--- src/logic/nibble_pkg.sv ---
// Package with opcode patterns, widths and reset values for the nibble decoder
// What this block does
// - Acc gets working register plus immediate
// - Acc and memory get memory plus acc
// - Working register and acc get sum
// - Acc gets memory AND acc
// - Acc gets working register AND immediate
// - Memory and acc get memory AND acc
// - Working register and acc get AND
// - Call pushes next counter, loads target
// - Clear carry instruction clears carry only
package nibble_pkg;
   localparam int DW = 4;
   localparam int MAW = 7;
   localparam int PCW = 11;
   localparam int WRW = 4;
   localparam logic [7:0] OP_ADD_WR  = 8'h2C;
   localparam logic [7:0] OP_ADDR_WR = 8'h2D;
   localparam logic [7:0] OP_AND_WR  = 8'h2E;
   localparam logic [7:0] OP_ANDR_WR = 8'h2F;
   localparam logic [8:0] OP_ADD_M   = 9'h052;
   localparam logic [8:0] OP_AND_M   = 9'h054;
   localparam logic [8:0] OP_ANDR_M  = 9'h056;
   localparam logic [4:0] OP_CALL    = 5'h0C;
   localparam logic [15:0] OP_CLR_CF = 16'h5000;
   localparam logic [DW-1:0]  ACC_RST = 4'h0;
   localparam logic [PCW-1:0] PC_RST  = 11'h000;
   localparam logic [PCW-1:0] PC_ONE  = 11'h001;
   typedef enum {OP_NONE, OP_ADU_WR, OP_ADD_KEEP_CARRY_WRITE_BACK_WR, OP_ANL_WR, OP_AND_WRITE_BACK_WR,
                 OP_ADD_KEEP_CARRY_WRITE_BACK_M, OP_ANL_M, OP_AND_WRITE_BACK_M, OP_DO_CALL, OP_DO_CLRCF} op_t;
endpackage

--- src/logic/op_bus_if.sv ---
// Interface carrying the decoded operation and its fields
`timescale 1ns/1ns
interface op_bus_if;
   import nibble_pkg::*;
   op_t            op;
   logic [DW-1:0]  imm;
   logic [WRW-1:0] wsel;
   logic [MAW-1:0] maddr;
   logic [PCW-1:0] target;
   modport dec (output op, imm, wsel, maddr, target);
   modport exe (input op, imm, wsel, maddr, target);
endinterface

--- src/logic/nibble_exec.sv ---
// Execute stage: accumulator, flags, program counter and write-back strobes
`timescale 1ns/1ns
module nibble_exec
   import nibble_pkg::*;
(
   input  wire logic                     mclk,
   input  wire logic                     rst,
   input  wire logic                     instr_valid,
   input  wire logic [15:0]              instr,
   input  wire logic [DW-1:0]            wr_rdata,
   input  wire logic [DW-1:0]            mem_rdata,
   output logic [WRW-1:0]                wr_raddr,
   output logic [MAW-1:0]                mem_raddr,
   output logic [DW-1:0]                 accumulator_nibble,
   output logic                          carry_flag_bit,
   output logic                          zero_flag_bit,
   output logic [PCW-1:0]                program_counter,
   output logic                          wr_we,
   output logic [WRW-1:0]                wr_waddr,
   output logic [DW-1:0]                 wr_wdata,
   output logic                          mem_we,
   output logic [MAW-1:0]                mem_waddr,
   output logic [DW-1:0]                 mem_wdata,
   output logic                          push_we,
   output logic [PCW-1:0]                push_data
);
   import nibble_pkg::*;

   op_bus_if ob ();
   op_decode u_dec (.instr(instr), .ob(ob));

   // Read addresses are combinational so operands arrive in the same cycle
   assign wr_raddr  = ob.wsel;
   assign mem_raddr = ob.maddr;

   logic [DW-1:0]  acc_reg, acc_next, res;
   logic           cf_reg, cf_next, zf_reg, zf_next;
   logic [PCW-1:0] pc_reg, pc_next;
   logic           wwe_next, mwe_next, pwe_next;
   logic [WRW-1:0] wwa_next;
   logic [MAW-1:0] mwa_next;
   logic [DW-1:0]  wd_next;
   logic [PCW-1:0] pd_next;
   logic           upd_z;

   always_comb begin
      acc_next = acc_reg;
      cf_next  = cf_reg;
      zf_next  = zf_reg;
      pc_next  = pc_reg;
      wwe_next = 1'b0;
      mwe_next = 1'b0;
      pwe_next = 1'b0;
      wwa_next = ob.wsel;
      mwa_next = ob.maddr;
      pd_next  = pc_reg + PC_ONE;
      res      = acc_reg;
      upd_z    = 1'b0;
      if (instr_valid) begin
         pc_next = pc_reg + PC_ONE;
         unique case (ob.op)
            OP_ADU_WR:  begin res = wr_rdata + ob.imm; upd_z = 1'b1; end
            OP_ADD_KEEP_CARRY_WRITE_BACK_WR: begin res = wr_rdata + ob.imm; upd_z = 1'b1;
                              wwe_next = 1'b1; end
            OP_ANL_WR:  begin res = wr_rdata & ob.imm; upd_z = 1'b1; end
            OP_AND_WRITE_BACK_WR: begin res = wr_rdata & ob.imm; upd_z = 1'b1;
                              wwe_next = 1'b1; end
            OP_ADD_KEEP_CARRY_WRITE_BACK_M:  begin res = mem_rdata + acc_reg; upd_z = 1'b1;
                              mwe_next = 1'b1; end
            OP_ANL_M:   begin res = mem_rdata & acc_reg; upd_z = 1'b1; end
            OP_AND_WRITE_BACK_M:  begin res = mem_rdata & acc_reg; upd_z = 1'b1;
                              mwe_next = 1'b1; end
            OP_DO_CALL: begin pwe_next = 1'b1; pc_next = ob.target; end
            OP_DO_CLRCF: cf_next = 1'b0;
            OP_NONE:    ;
         endcase
         if (upd_z) begin
            acc_next = res;
            zf_next  = (res == ACC_RST);
         end
      end
      wd_next = res;
   end

   always_ff @(posedge mclk) begin
      if (rst) begin
         acc_reg <= ACC_RST; cf_reg <= 1'b0; zf_reg <= 1'b0; pc_reg <= PC_RST;
         wr_we <= 1'b0; mem_we <= 1'b0; push_we <= 1'b0;
         wr_waddr <= '0; mem_waddr <= '0; wr_wdata <= ACC_RST; mem_wdata <= ACC_RST;
         push_data <= PC_RST;
      end else begin
         acc_reg <= acc_next; cf_reg <= cf_next; zf_reg <= zf_next; pc_reg <= pc_next;
         wr_we <= wwe_next; mem_we <= mwe_next; push_we <= pwe_next;
         wr_waddr <= wwa_next; mem_waddr <= mwa_next;
         wr_wdata <= wd_next; mem_wdata <= wd_next; push_data <= pd_next;
      end
   end

   assign accumulator_nibble = acc_reg;
   assign carry_flag_bit     = cf_reg;
   assign zero_flag_bit      = zf_reg;
   assign program_counter    = pc_reg;

   // ************************************************************
   // Checks
   // ************************************************************
   clrcf_zero_a: assert property (@(posedge mclk) disable iff (rst)
      instr_valid && instr == OP_CLR_CF |=> !carry_flag_bit && $stable(zero_flag_bit))
      else $error("carry not cleared");
   call_push_a: assert property (@(posedge mclk) disable iff (rst)
      instr_valid && instr[15:11] == OP_CALL |=> push_we &&
      program_counter == $past(instr[PCW-1:0]) && push_data == $past(pc_reg) + PC_ONE)
      else $error("call wrong");
   adu_wr_a: assert property (@(posedge mclk) disable iff (rst)
      instr_valid && instr[15:8] == OP_ADD_WR |=> !wr_we && $stable(carry_flag_bit) &&
      accumulator_nibble == DW'($past(wr_rdata) + $past(instr[7:4])))
      else $error("add wr wrong");
   add_keep_carry_write_back_m_a: assert property (@(posedge mclk) disable iff (rst)
      instr_valid && instr[15:7] == OP_ADD_M |=> mem_we && mem_wdata == accumulator_nibble
      && mem_waddr == $past(instr[MAW-1:0]))
      else $error("add mem wrong");
   add_keep_carry_write_back_wr_a: assert property (@(posedge mclk) disable iff (rst)
      instr_valid && instr[15:8] == OP_ADDR_WR |=> wr_we && wr_wdata == accumulator_nibble)
      else $error("add wb wrong");
   anl_m_a: assert property (@(posedge mclk) disable iff (rst)
      instr_valid && instr[15:7] == OP_AND_M |=> !mem_we &&
      accumulator_nibble == ($past(mem_rdata) & $past(acc_reg)))
      else $error("and mem wrong");
   anl_wr_a: assert property (@(posedge mclk) disable iff (rst)
      instr_valid && instr[15:8] == OP_AND_WR |=> !wr_we &&
      accumulator_nibble == ($past(wr_rdata) & $past(instr[7:4])))
      else $error("and wr wrong");
   and_write_back_m_a: assert property (@(posedge mclk) disable iff (rst)
      instr_valid && instr[15:7] == OP_ANDR_M |=> mem_we && $stable(carry_flag_bit))
      else $error("and mem wb wrong");
   and_write_back_wr_a: assert property (@(posedge mclk) disable iff (rst)
      instr_valid && instr[15:8] == OP_ANDR_WR |=> wr_we && wr_waddr == $past(instr[3:0]))
      else $error("and wr wb wrong");
   zero_flag_a: assert property (@(posedge mclk) disable iff (rst)
      $past(upd_z) |-> zero_flag_bit == (accumulator_nibble == ACC_RST))
      else $error("zero flag wrong");
endmodule

--- src/logic/op_decode.sv ---
// Combinational decoder of the instruction word
`timescale 1ns/1ns
module op_decode
   import nibble_pkg::*;
(
   input  wire logic [15:0] instr,
   op_bus_if.dec            ob
);
   always_comb begin
      ob.imm    = instr[7:4];
      ob.wsel   = instr[3:0];
      ob.maddr  = instr[MAW-1:0];
      ob.target = instr[PCW-1:0];
      ob.op     = OP_NONE;
      if (instr[15:8] == OP_ADD_WR) ob.op = OP_ADU_WR;
      else if (instr[15:8] == OP_ADDR_WR) ob.op = OP_ADD_KEEP_CARRY_WRITE_BACK_WR;
      else if (instr[15:8] == OP_AND_WR) ob.op = OP_ANL_WR;
      else if (instr[15:8] == OP_ANDR_WR) ob.op = OP_AND_WRITE_BACK_WR;
      else if (instr[15:7] == OP_ADD_M) ob.op = OP_ADD_KEEP_CARRY_WRITE_BACK_M;
      else if (instr[15:7] == OP_AND_M) ob.op = OP_ANL_M;
      else if (instr[15:7] == OP_ANDR_M) ob.op = OP_AND_WRITE_BACK_M;
      else if (instr[15:11] == OP_CALL) ob.op = OP_DO_CALL;
      else if (instr == OP_CLR_CF) ob.op = OP_DO_CLRCF;
   end
endmodule

--- config.mk ---
export PLATFORM = sky130hd
export DESIGN_NAME = nibble_exec
export DESIGN_NICKNAME = d
export VERILOG_FILES = /design/src/logic/nibble_pkg.sv /design/src/logic/op_bus_if.sv /design/src/logic/nibble_exec.sv /design/src/logic/op_decode.sv
export SDC_FILE = /design/constraint.sdc
export NUM_CORES = 1
export LEC_CHECK = 0
export BUFFER_PORTS_ARGS = -buffer_cell sky130_fd_sc_hd__buf_4
export CAP_MARGIN = 20
export CORE_ASPECT_RATIO = 1.4
export CORE_MARGIN = 8
export CORE_UTILIZATION = 45
export DETAILED_ROUTE_END_ITERATION = 8
export PLACE_DENSITY_LB_ADDON = 0.08
export REMOVE_ABC_BUFFERS = 1
export SLEW_MARGIN = 20
export SYNTH_ARGS = -nofsm -noshare
export SYNTH_HDL_FRONTEND = slang
export SYNTH_SLANG_ARGS = --single-unit
--- constraint.sdc ---
create_clock -name mclk -period 2.2 [get_ports mclk]
set_input_delay 0.11 -clock mclk [delete_from_list [all_inputs] [get_ports mclk]]
set_output_delay 0.11 -clock mclk [all_outputs]
set_load 0.01 [all_outputs]
==> impl_metrics.ini <==
[setup_path]
crit_family = compound AO/OA/AOI/OAI gates
reg2reg_depth = 7
crit_buf_inv = 1
crit_path_start_kind = flip-flop
path_cells = ha_1 > inv_1 > fa_1 > xnor2_1 > a222oi_1 > o211ai_1 > o31ai_2
critPathKind = flip-flop to flip-flop
worst-r2r-setup-slack_ns = 0.20
required_ns = 2.41
crit_cells = 7
worst_ep_arrival_time_ns = 2.21
endpoint_kind = flip-flop
critPathMaxStageDelay_ns = 0.39
slowest_stage = a222oi_1
cp_max_fo = 3

[synth]
async_flop_share = 0
ys_seq_elements = 41
syn_inst = 249
synth_edf_count = 0
synth_cell_types = 46
ys.flop_type = dfxtp_1
yosysSeqAreaShare = 0.375
yosysWarningCount = 0
avgSynthCellArea_um2 = 8.79
synthesis.area_um2 = 2190

[place]
gp_congestion = 0.885
port_buffers = 86
hpwl_um = 4420

[layout]
final_common_cell = buf_4
post-route-util = 0.595
diodes = 0
final_cell_mix = buf_4 (89), dfxtp_1 (41), nor2_1 (26)
fin_nets = 353
drive_gt1_frac = 0.326
areaGrowthSynthToFinish_pct = 29.6

[floorplan]
dieArea_um2 = 7380
start_util = 0.459
die_w_um = 74.9
ios = 88
core_area_um2 = 4770
dieHeight_um = 98.5
rows = 30

[power_and_ir_drop]
p_total_mw = 1.53
power.static_leakage_nw = 1.27
vdd_drop_max_mv = 0.267
p_per_area_nw_per_um2 = 538

[detailed_routing]
drtAntennaViolNets = 0
vias = 1916
post_drt_via_cell_ratio = 5.04
wl_um = 5670
wl_per_cell_um = 14.9
drc = 0
drt_iter0_drc = 126
first_pass_iters = 4

[global_routing]
grt_pass1_vias = 1892
overflow = 0
antenna_found_initial = 0
grt_max_degree = 40
track_usage = 0.158
grt_pass1_wl_um = 9220

[sta]
setup-violations-final = 0
rsz0062_at_grt = false
drv_slew = 0
final_hold_viol_count = 0
setup_tns_ns = 0
timing.final.crit_period_ns = 2.00
timing.final.crit_share = 0.909
clock_skew_ns = 0.00282
worst_pin_slew_ns = 0.506
max_slew_margin = 0.663
fmax_ghz = 0.500

[hold_path]
whs_path_depth = 2
hold_class = input port to flip-flop

[clock_network]
clkSinkCount = 41
clk_path_buf_depth = 2
clkLatencyLatePin_ns = 0.29
postCtsSetupBuffers = 0
root_buffer = clkbuf_8
h-tree-depth = 2
ctsResizeCount = 0
cts_tree = yes
hold_buffers = 0
numCtsBuffers = 5
cts.clk_slew.worst_paths_ns = 0.08

[status]
status = complete, no violations

[run]
cap_violations = 0
-- sequential cells by signal, summed over array words and instances, names as in the netlist --
name,count
accumulator_nibble,4
push_data,11
mem_waddr,4
mem_wdata,4
wr_we,1
wr_waddr,3
push_we,1
mem_we,1
zero_flag_bit,1
program_counter,11
-- power by group --
part / total [mW] / internal [mW] / switching (mW) / leakage (nW)
Clock: 0.514 / 0.254 / 0.260 / 0.0512
Sequential: 0.772 / 0.759 / 0.0126 / 0.333
Combinational: 0.240 / 0.117 / 0.123 / 0.883
Total: 1.53 / 1.13 / 0.395 / 1.27
-- Yosys cell counts, types with 2 or more instances --
| master | number | share of area |
|---|---|---|
| o221ai_1 | 3 | 0.012 |
| xnor2_1 | 9 | 0.036 |
| nand3b_1 | 2 | 0.0069 |
| buf_1 | 2 | 0.0034 |
| xor2_1 | 3 | 0.012 |
| nor2b_1 | 12 | 0.034 |
| nand2b_1 | 4 | 0.011 |
| and4_1 | 6 | 0.024 |
| inv_1 | 10 | 0.017 |
| buf_4 | 22 | 0.075 |
| fa_1 | 2 | 0.018 |
| o31ai_1 | 2 | 0.0069 |
| and2_1 | 4 | 0.011 |
| a22oi_1 | 7 | 0.024 |
| a22o_1 | 3 | 0.012 |
| a21o_1 | 3 | 0.010 |
| nor2_1 | 26 | 0.045 |
| clkbuf_1 | 5 | 0.0086 |
| nand3_1 | 7 | 0.016 |
| a31oi_1 | 2 | 0.0057 |
| nand2_1 | 14 | 0.024 |
| a21oi_1 | 12 | 0.027 |
| dfxtp_1 | 41 | 0.38 |
| and3_1 | 3 | 0.0086 |
| nor3b_1 | 2 | 0.0069 |
| ha_1 | 9 | 0.051 |
| o21ai_0 | 14 | 0.032 |
| o21a_1 | 2 | 0.0069 |
-- worst paths after layout --
check	start	end
min	instr[1]	wr_waddr[1]
max reg2reg	accumulator_nibble[0]	zero_flag_bit
max	accumulator_nibble[0]	zero_flag_bit
min reg2reg	zero_flag_bit	zero_flag_bit
-- kinds of logic (layout without fill, tap and decap cells) --
kind of cell	after synthesis	count (layout)	share of synthesized area
xor+xnor	12	12	0.0480
compound gates	58	58	0.185
other cells	1	1	0.00171
fa+ha+maj	11	11	0.0698
flops	41	41	0.375
mux	1	1	0.00457
simple gates	85	85	0.209
buf+inv	40	107	0.107
-- area by class of cell --
type | instances | area, µm²
inverters | 10 | 37.5
well taps | 64 | 80.1
clock buffers | 6 | 82.6
fillers | 462 | 1930
repair buffers | 89 | 668
flip-flops and latches | 41 | 821
clock inverters | 2 | 13.8
multi-input cells | 168 | 1130
-- metal layers --
metal / up-vias / GRT usage / share of wire
met1: 872 / 0.173 / 0.38
li1: 975 / - / -
met3: 10 / 0.0478 / 0.092
met2: 59 / 0.274 / 0.51
met4: 0 / 0.0515 / 0.017
met5: - / 0 / 0
-- metrics by stage --
stage,cell area [µm²],hold WS [ns],std cells,worst slack [ns]
5_1_grt,2840,0.0590,380,0.0701
2_1_floorplan,1990,0.177,219,0.304
3_5_place_dp,2740,0.356,372,0.247
3_3_place_gp,2740,0.354,372,0.292
4_1_cts,2840,0.0495,380,0.211
6_report,2840,0.0505,380,0.199
Power figures use the tool's default switching activity.
